<file path="config.mk">
export PLATFORM = sky130hd
export DESIGN_NAME = ptm_timer
export DESIGN_NICKNAME = d
export VERILOG_FILES = /design/src/verilog/ptm_pkg.sv /design/src/verilog/ptm_timer.sv
export SDC_FILE = /design/constraint.sdc
export NUM_CORES = 1
export LEC_CHECK = 0
export ABC_CLOCK_PERIOD_IN_PS = 5700
export BUFFER_PORTS_ARGS = -buffer_cell sky130_fd_sc_hd__buf_2
export CORE_UTILIZATION = 33
export DETAILED_ROUTE_END_ITERATION = 10
export SLEW_MARGIN = 10
export SYNTH_ARGS = -nofsm -noshare
export SYNTH_HDL_FRONTEND = slang
export SYNTH_SLANG_ARGS = --single-unit
</file>
<file path="constraint.sdc">
create_clock -name clk -period 5.7 [get_ports clk]
set_input_delay 0.57 -clock clk [delete_from_list [all_inputs] [get_ports clk]]
set_output_delay 0.57 -clock clk [all_outputs]
set_load 0.03 [all_outputs]
</file>
<file path="src/verilog/ptm_pkg.sv">
`default_nettype none
package ptm_pkg;
    // Register byte offsets on the APB
    localparam logic [7:0] PTM_CTRL_OFS = 8'h00;
    localparam logic [7:0] PTM_PRD_LO_OFS = 8'h04;
    localparam logic [7:0] PTM_PRD_HI_OFS = 8'h08;
    localparam logic [7:0] PTM_DUTY_LO_OFS = 8'h0C;
    localparam logic [7:0] PTM_DUTY_HI_OFS = 8'h10;
    localparam logic [7:0] PTM_COUNT_OFS = 8'h14;
    localparam logic [7:0] PTM_STATUS_OFS = 8'h18;
    localparam logic [7:0] PTM_MASK_OFS = 8'h1C;
    localparam logic [7:0] PTM_DIV_OFS = 8'h20;
    // Control register field positions
    localparam int PTM_RUN_BIT = 0;
    localparam int PTM_MODE_LSB = 1;
    localparam int PTM_CLR_SEL_BIT = 3;
    localparam int PTM_ACT_LSB = 4;
    localparam int PTM_INIT_BIT = 6;
    localparam int PTM_POL_BIT = 7;
    // Status and mask field positions
    localparam int PTM_FLAG_A_BIT = 0;
    localparam int PTM_FLAG_P_BIT = 1;
    // Values after reset
    localparam logic [7:0] PTM_BYTE_RST = 8'h00;
    localparam logic [15:0] PTM_COUNT_RST = 16'h0000;
    localparam logic [31:0] PTM_RDATA_RST = 32'h0000_0000;
    // Counter limits for the two instance widths
    localparam logic [15:0] PTM_MAX_WIDE = 16'hFFFF;
    localparam logic [15:0] PTM_MAX_NARROW = 16'h03FF;
    localparam logic [7:0] PTM_HI_MASK_NARROW = 8'h03;
    // Operating modes
    typedef enum logic [1:0] {
        PTM_MODE_CMP = 2'b00,
        PTM_MODE_AUX = 2'b01,
        PTM_MODE_PWM = 2'b10,
        PTM_MODE_TMR = 2'b11
    } ptm_mode_e;
    // Output actions (compare mode meaning / PWM mode meaning)
    localparam logic [1:0] PTM_ACT_NONE = 2'b00;
    localparam logic [1:0] PTM_ACT_LOW = 2'b01;
    localparam logic [1:0] PTM_ACT_HIGH = 2'b10;
    localparam logic [1:0] PTM_ACT_TOGGLE = 2'b11;
endpackage : ptm_pkg
`default_nettype wire

</file>
<file path="src/verilog/ptm_timer.sv">
`default_nettype none
module ptm_timer
    import ptm_pkg::*;
#(
    parameter bit WIDE = 1'b1
) (
    input wire logic clk,
    input wire logic rstn,
    input wire logic psel,
    input wire logic penable,
    input wire logic pwrite,
    input wire logic [7:0] paddr,
    input wire logic [31:0] pwdata,
    output logic [31:0] prdata,
    output logic pready,
    output logic pslverr,
    output logic irq,
    output logic tm_out,
    output logic tm_oe
);

    ////////////////////////////////////////////////////////////////////////////
    // State
    typedef struct packed {
        logic run;
        ptm_mode_e mode;
        logic clr_sel;
        logic [1:0] act;
        logic init_lvl;
        logic pol;
        logic [7:0] prd_lo;
        logic [7:0] prd_hi;
        logic [7:0] duty_lo;
        logic [7:0] duty_hi;
        logic [7:0] div;
        logic [7:0] div_cnt;
        logic [15:0] cnt;
        logic cm_pin;
        logic flag_a;
        logic flag_p;
        logic mask_a;
        logic mask_p;
        logic out;
        logic oe;
        logic [31:0] rdata;
    } ptm_state_s;

    ptm_state_s state_ff;
    ptm_state_s nxt_state;

    // Internal event signals
    logic tick;
    logic hit_a;
    logic hit_p;
    logic set_a;
    logic set_p;
    logic clr_cnt;
    logic wave;
    logic wr;
    logic rd_setup;
    logic run_rise;
    logic [15:0] maxv;
    logic [15:0] period;
    logic [15:0] duty;
    logic [15:0] cnt_inc;

    ////////////////////////////////////////////////////////////////////////////
    // Helpers
    function automatic logic reg_hit(input logic [7:0] a);
        case (a)
            PTM_CTRL_OFS, PTM_PRD_LO_OFS, PTM_PRD_HI_OFS, PTM_DUTY_LO_OFS, PTM_DUTY_HI_OFS,
            PTM_COUNT_OFS, PTM_STATUS_OFS, PTM_MASK_OFS, PTM_DIV_OFS: reg_hit = 1'b1;
            default: reg_hit = 1'b0;
        endcase
    endfunction

    // High byte as stored: narrow instances keep only two bits
    function automatic logic [7:0] hi_byte(input logic [7:0] d);
        hi_byte = WIDE ? d : (d & PTM_HI_MASK_NARROW);
    endfunction

    ////////////////////////////////////////////////////////////////////////////
    // APB handshake: zero wait states
    assign pready = 1'b1;
    assign pslverr = psel && penable && !reg_hit(paddr);
    assign wr = psel && penable && pwrite && reg_hit(paddr);
    assign rd_setup = psel && !penable && !pwrite;
    assign prdata = state_ff.rdata;
    assign irq = (state_ff.flag_a && state_ff.mask_a) || (state_ff.flag_p && state_ff.mask_p);
    assign tm_out = state_ff.out;
    assign tm_oe = state_ff.oe;

    ////////////////////////////////////////////////////////////////////////////
    // Compare values and counter arithmetic
    // period assembly and masking
    assign maxv = WIDE ? PTM_MAX_WIDE : PTM_MAX_NARROW;
    assign period = {state_ff.prd_hi, state_ff.prd_lo} & maxv;
    assign duty = {state_ff.duty_hi, state_ff.duty_lo} & maxv;
    assign cnt_inc = 16'(state_ff.cnt + 16'h0001) & maxv;
    // Timer clock enable from the prescaler
    assign tick = state_ff.run && (state_ff.div_cnt == state_ff.div);
    // match on the next counter value (count plus one)
    assign hit_p = (cnt_inc == period);
    assign hit_a = (cnt_inc == duty);
    assign run_rise = wr && (paddr == PTM_CTRL_OFS) && pwdata[PTM_RUN_BIT] && !state_ff.run;

    ////////////////////////////////////////////////////////////////////////////
    // Clear and flag selection per mode
    always_comb begin
        clr_cnt = 1'b0;
        set_a = 1'b0;
        set_p = 1'b0;
        if (tick) begin
            if (state_ff.mode == PTM_MODE_PWM) begin
                clr_cnt = hit_p;
                set_a = hit_a;
                set_p = hit_p;
            end else if (state_ff.clr_sel) begin
                // A match clears, no P flag
                clr_cnt = hit_a;
                set_a = hit_a && (duty != PTM_COUNT_RST);
            end else begin
                clr_cnt = hit_p;
                set_a = hit_a && (duty != PTM_COUNT_RST);
                set_p = hit_p;
            end
        end
    end

    // duty at or above period stays active
    // counter spans 0 to period minus one
    assign wave = (state_ff.cnt < duty);

    ////////////////////////////////////////////////////////////////////////////
    // Next state
    always_comb begin
        nxt_state = state_ff;
        // Prescaler
        if (state_ff.run) begin
            nxt_state.div_cnt = tick ? PTM_BYTE_RST : 8'(state_ff.div_cnt + 8'h01);
        end
        if (tick) begin
            nxt_state.cnt = clr_cnt ? PTM_COUNT_RST : cnt_inc;
        end
        // compare mode drives pin on A match
        if (set_a && state_ff.mode == PTM_MODE_CMP) begin
            case (state_ff.act)
                PTM_ACT_LOW: nxt_state.cm_pin = 1'b0;
                PTM_ACT_HIGH: nxt_state.cm_pin = 1'b1;
                PTM_ACT_TOGGLE: nxt_state.cm_pin = !state_ff.cm_pin;
                default: nxt_state.cm_pin = state_ff.cm_pin;
            endcase
        end
        // Register writes
        if (wr) begin
            case (paddr)
                PTM_CTRL_OFS: begin
                    nxt_state.run = pwdata[PTM_RUN_BIT];
                    nxt_state.mode = ptm_mode_e'(pwdata[PTM_MODE_LSB +: 2]);
                    nxt_state.clr_sel = pwdata[PTM_CLR_SEL_BIT];
                    nxt_state.act = pwdata[PTM_ACT_LSB +: 2];
                    nxt_state.init_lvl = pwdata[PTM_INIT_BIT];
                    nxt_state.pol = pwdata[PTM_POL_BIT];
                end
                PTM_PRD_LO_OFS: nxt_state.prd_lo = pwdata[7:0];
                // narrow high byte keeps two bits
                PTM_PRD_HI_OFS: nxt_state.prd_hi = hi_byte(pwdata[7:0]);
                PTM_DUTY_LO_OFS: nxt_state.duty_lo = pwdata[7:0];
                PTM_DUTY_HI_OFS: nxt_state.duty_hi = hi_byte(pwdata[7:0]);
                PTM_MASK_OFS: begin
                    nxt_state.mask_a = pwdata[PTM_FLAG_A_BIT];
                    nxt_state.mask_p = pwdata[PTM_FLAG_P_BIT];
                end
                PTM_DIV_OFS: nxt_state.div = pwdata[7:0];
                default: begin
                end
            endcase
        end
        // run rise restarts and loads initial level
        // init bit picks low or high
        if (run_rise) begin
            nxt_state.cnt = PTM_COUNT_RST;
            nxt_state.div_cnt = PTM_BYTE_RST;
            nxt_state.cm_pin = pwdata[PTM_INIT_BIT];
        end
        // Flags: write one clears, a same-cycle set wins
        if (wr && paddr == PTM_STATUS_OFS) begin
            nxt_state.flag_a = state_ff.flag_a && !pwdata[PTM_FLAG_A_BIT];
            nxt_state.flag_p = state_ff.flag_p && !pwdata[PTM_FLAG_P_BIT];
        end
        nxt_state.flag_a = nxt_state.flag_a || set_a;
        nxt_state.flag_p = nxt_state.flag_p || set_p;
        // Pin value and enable
        // timer mode leaves the pin free
        nxt_state.oe = (nxt_state.mode == PTM_MODE_CMP) || (nxt_state.mode == PTM_MODE_PWM);
        if (nxt_state.mode == PTM_MODE_PWM) begin
            case (nxt_state.act)
                PTM_ACT_NONE: nxt_state.out = 1'b0;
                PTM_ACT_LOW: nxt_state.out = 1'b1;
                default: nxt_state.out = nxt_state.init_lvl ? (nxt_state.cnt < duty) : !(nxt_state.cnt < duty);
            endcase
        end else begin
            nxt_state.out = nxt_state.cm_pin;
        end
        if (nxt_state.oe) begin
            nxt_state.out = nxt_state.out ^ nxt_state.pol;
        end else begin
            nxt_state.out = 1'b0;
        end
        // Read data captured in the setup phase
        nxt_state.rdata = PTM_RDATA_RST;
        if (rd_setup) begin
            case (paddr)
                PTM_CTRL_OFS: begin
                    nxt_state.rdata[PTM_RUN_BIT] = state_ff.run;
                    nxt_state.rdata[PTM_MODE_LSB +: 2] = state_ff.mode;
                    nxt_state.rdata[PTM_CLR_SEL_BIT] = state_ff.clr_sel;
                    nxt_state.rdata[PTM_ACT_LSB +: 2] = state_ff.act;
                    nxt_state.rdata[PTM_INIT_BIT] = state_ff.init_lvl;
                    nxt_state.rdata[PTM_POL_BIT] = state_ff.pol;
                end
                PTM_PRD_LO_OFS: nxt_state.rdata[7:0] = state_ff.prd_lo;
                PTM_PRD_HI_OFS: nxt_state.rdata[7:0] = state_ff.prd_hi;
                PTM_DUTY_LO_OFS: nxt_state.rdata[7:0] = state_ff.duty_lo;
                PTM_DUTY_HI_OFS: nxt_state.rdata[7:0] = state_ff.duty_hi;
                PTM_COUNT_OFS: nxt_state.rdata[15:0] = state_ff.cnt;
                PTM_STATUS_OFS: begin
                    nxt_state.rdata[PTM_FLAG_A_BIT] = state_ff.flag_a;
                    nxt_state.rdata[PTM_FLAG_P_BIT] = state_ff.flag_p;
                end
                PTM_MASK_OFS: begin
                    nxt_state.rdata[PTM_FLAG_A_BIT] = state_ff.mask_a;
                    nxt_state.rdata[PTM_FLAG_P_BIT] = state_ff.mask_p;
                end
                PTM_DIV_OFS: nxt_state.rdata[7:0] = state_ff.div;
                default: nxt_state.rdata = PTM_RDATA_RST;
            endcase
        end
    end

    ////////////////////////////////////////////////////////////////////////////
    // State register
    always_ff @(posedge clk or negedge rstn) begin
        if (!rstn) begin
            state_ff <= '0;
        end else begin
            state_ff <= nxt_state;
        end
    end

    logic ctrl_quiet;
    assign ctrl_quiet = !wr;
endmodule : ptm_timer
`default_nettype wire

</file>
==> summary.txt <==
Route
  • First DRT Iteration DRCs: 598
  • Vias per std cell: 5.486
  • DR WL/cell: 19.74 µm
  • Pre-antenna DRT Iters: 6
  • Final ANT Viol Nets: 0
  • DRC: 0
  • Final WL: 19520 µm
  • Routed via count: 5426

Clock tree
  • Worst skew pair latency: 0.37 ns
  • Hold_buf cts: 0
  • Largest buffer count on any clock path: 2
  • TritonCTS clock tree: yes
  • Setup Buffers After CTS: 0
  • Clock Sinks: 95
  • H-tree depth: 3
  • Resized Gates After CTS: 0
  • Num CTS Buffers: 9
  • Clk root buf: clkbuf_16
  • Worst-path clk slew: 0.07 ns

Yosys
  • Seq/Total Area, Yosys: 36.77%
  • Async set-reset flop share out of synthesis: 100.0%
  • EDFF count, synth: 0
  • Synth Cell Area: 0.006465 mm²
  • Post-synthesis register bit count: 95
  • Yosys cell types: 70
  • Avg Inst Size Synth: 9.342 µm²
  • Primary FF master, synth: dfrtp_1
  • Cells after Synth: 692
  • Synth warn: 0

Setup path
  • Worst Setup End Kind: register
  • Worst path cell trace: ha_1 > buf_4 > nor2b_1 > or3_1 > a31oi_1 > a21bo_2 > nor4_1 > nand4b_1 > nand3_1 > buf_4 > o21ai_0 > nand2_1 > a21oi_1 > ha_1 > nand4_1 > a21o_1 > a211o_1 > nor3b_1 > o211ai_1 > o211ai_1 > a211oi_1 > mux2_2 > nand3_1
  • Crit. path cell count: 23
  • Worst R2R Start: state_ff[39]
  • Critical path peak fanout: 11
  • CP Class: register to register
  • CP bufs+invs: 2
  • Crit path capture: tm_out
  • CP required: 6.01 ns
  • Worst R2R Setup Slack: 0.42 ns
  • Cell family with most CP delay: compound AO/OA/AOI/OAI gates
  • Worst Path Arrival: 5.58 ns
  • FF-to-FF End: tm_out
  • Critical Path Start: state_ff[39]
  • Reg2Reg Depth: 23
  • Slowest cell on the critical path: dfrtp_1
  • CP peak stage delay: 0.38 ns
  • Worst Setup Start Kind: register

Placement
  • Port Buf Inserts: 40
  • Final Wtd Congestion: 0.9267
  • Post-DP HPWL: 14850 µm
  • Placed insts: 973

Global routing
  • M3 GR Usage: 3.533%
  • Vias in the first global route: 5123
  • Total GRT Usage: 20.35%
  • Grt met1 use: 27.49%
  • Pin count of the biggest net entering global routing: 62
  • Grt total ovfl: 0
  • Global routing's busiest layer: met2
  • First-pass GRT wire length: 30180 µm
  • GR Layer Usage met2: 31.97%
  • Initial antenna violation count: 0

Finish
  • FF/Latch Area: 0.002377 mm²
  • P&R area growth vs syn: 10.70%
  • Non-Filler Instances: 989
  • Fillers: 1952
  • Most frequent cells in the layout: dfrtp_1 (95), nand2_1 (59), o21ai_0 (49), buf_2 (39), mux2_2 (36)
  • Final net count: 786
  • Most common cell after layout, fill and taps aside: dfrtp_1
  • N_diodes: 0
  • Multi-input gate area: 0.003628 mm²
  • Share of layout cells above drive strength 1: 19.07%

Floorplan
  • Core ar.: 0.01896 mm²
  • Initial core utilization: 34.11%
  • Die Y: 142.0 µm
  • Row Count: 50
  • Die width: 142.0 µm
  • Num ports: 82
  • Die area: 0.02015 mm²

Timing
  • Unrepaired setup endpoints after global routing: false
  • Worst-Margin Slew: 1.049 ns
  • Skew final: 0.01190 ns
  • Max Transition Viols Final: 0
  • Fmax: 189.5 MHz
  • Fin crit share: 92.59%
  • Final min period: 5.278 ns
  • Final hold violation count: 0
  • Fin Setup TNS: 0 ns
  • Rel. slew slack: 29.94%
  • Final setup viols: 0

Min path
  • Worst Hold Class: input pin to asynchronous set/reset pin

Power and ir drop
  • P per Cell Area: 186.0 mW/mm²
  • Worst IR Drop VDD: 0.0001085 V
  • Lkg Pwr: 0.003299 µW

Run
  • Max Cap Viol: 0

Outcome
  • Status: finished, final reports clean
[kinds of logic (layout without fill, tap and decap cells)]
kind of cell | Yosys count | count (layout) | share of synthesized area [%]
compound gates | 150 | 150 | 14.94
other cells | 2 | 17 | 0.1162
xor+xnor | 52 | 52 | 8.012
fa+ha+maj | 17 | 17 | 3.290
buf+inv | 95 | 117 | 8.070
simple gates | 229 | 229 | 20.05
flops | 95 | 95 | 36.77
mux | 52 | 52 | 8.748
[registers in the layout, indices dropped and copies added, names as in the netlist]
signal    flops
tm_out        1
duty         16
state_ff     45
prdata       16
period       16
tm_oe         1
[per-layer routing]
| metal | wire length [µm] | vias to the layer above |
|---|---|---|
| met5 | 0 | - |
| met4 | 469 | 0 |
| met3 | 1287 | 33 |
| met2 | 9133 | 225 |
| met1 | 8630 | 2646 |
| li1 | - | 2522 |
[stage by stage]
stage,utilization [%],total power (µW),setup slack [ns],area (µm²),hold slack [ns]
after detailed placement,36.33,764.0,0.4926,6887,0.5250
after floorplan,-,734.7,0.9956,6521,0.2744
after global placement,36.33,763.5,0.4710,6887,0.5148
after global routing,37.76,1377,0.1666,7157,0.1972
after CTS,37.76,1344,0.4623,7157,0.1757
final,37.76,1331,0.4225,7157,0.1580
[cell usage after synthesis (6+ instances only)]
master | n | area (µm²)
a221oi_1 | 8 | 70.07
nand3b_1 | 6 | 45.04
nor3b_1 | 6 | 45.04
dfrtp_1 | 95 | 2377
mux2_2 | 36 | 405.4
or3_1 | 8 | 50.05
mux2i_1 | 16 | 160.2
a21oi_1 | 35 | 175.2
buf_4 | 35 | 262.8
xor2_1 | 16 | 140.1
inv_1 | 27 | 101.4
nand3_1 | 26 | 130.1
and4_1 | 9 | 78.83
clkbuf_1 | 18 | 67.56
nand4_1 | 13 | 81.33
and3_1 | 24 | 150.1
ha_1 | 17 | 212.7
a22oi_1 | 6 | 45.04
nor2_1 | 22 | 82.58
xnor2_1 | 31 | 271.5
nor4_1 | 9 | 56.30
a21o_1 | 8 | 60.06
o21ai_0 | 49 | 245.2
nor3_1 | 11 | 55.05
nand2_1 | 59 | 221.5
nor2b_1 | 9 | 56.30
buf_2 | 8 | 40.04
[how the worst min path moves through the flow]
| stage | startpoint | end | slack [ns] | depth (start not counted) |
|---|---|---|---|---|
| after floorplan | rstn | duty[0] | 0.27 | 0 |
| after global placement | state_ff[36] | state_ff[36] | 0.51 | 2 |
| after detailed placement | state_ff[36] | state_ff[36] | 0.53 | 2 |
| after CTS | rstn | state_ff[48] | 0.18 | 1 |
| after global routing | rstn | state_ff[54] | 0.20 | 1 |
| final | rstn | state_ff[48] | 0.16 | 1 |
[where the power goes]
group	internal [µW]	switching [µW]	leakage (µW)	total, µW
combinational	16.7	56.2	0.00203	72.9
clock	298	282	0.000137	581
sequential	675	2.21	0.00113	678
total	990	340	0.00330	1330
[area by class of cell]
type / instances / area share (%)
clock buffer: 10 / 3.199
tap: 260 / 4.545
sequential: 95 / 33.22
multi-input combinational: 517 / 50.70
timing repair buffer: 73 / 6.294
clock inverter: 6 / 0.5769
inverter: 28 / 1.469
(Power assumes the default switching activity.)
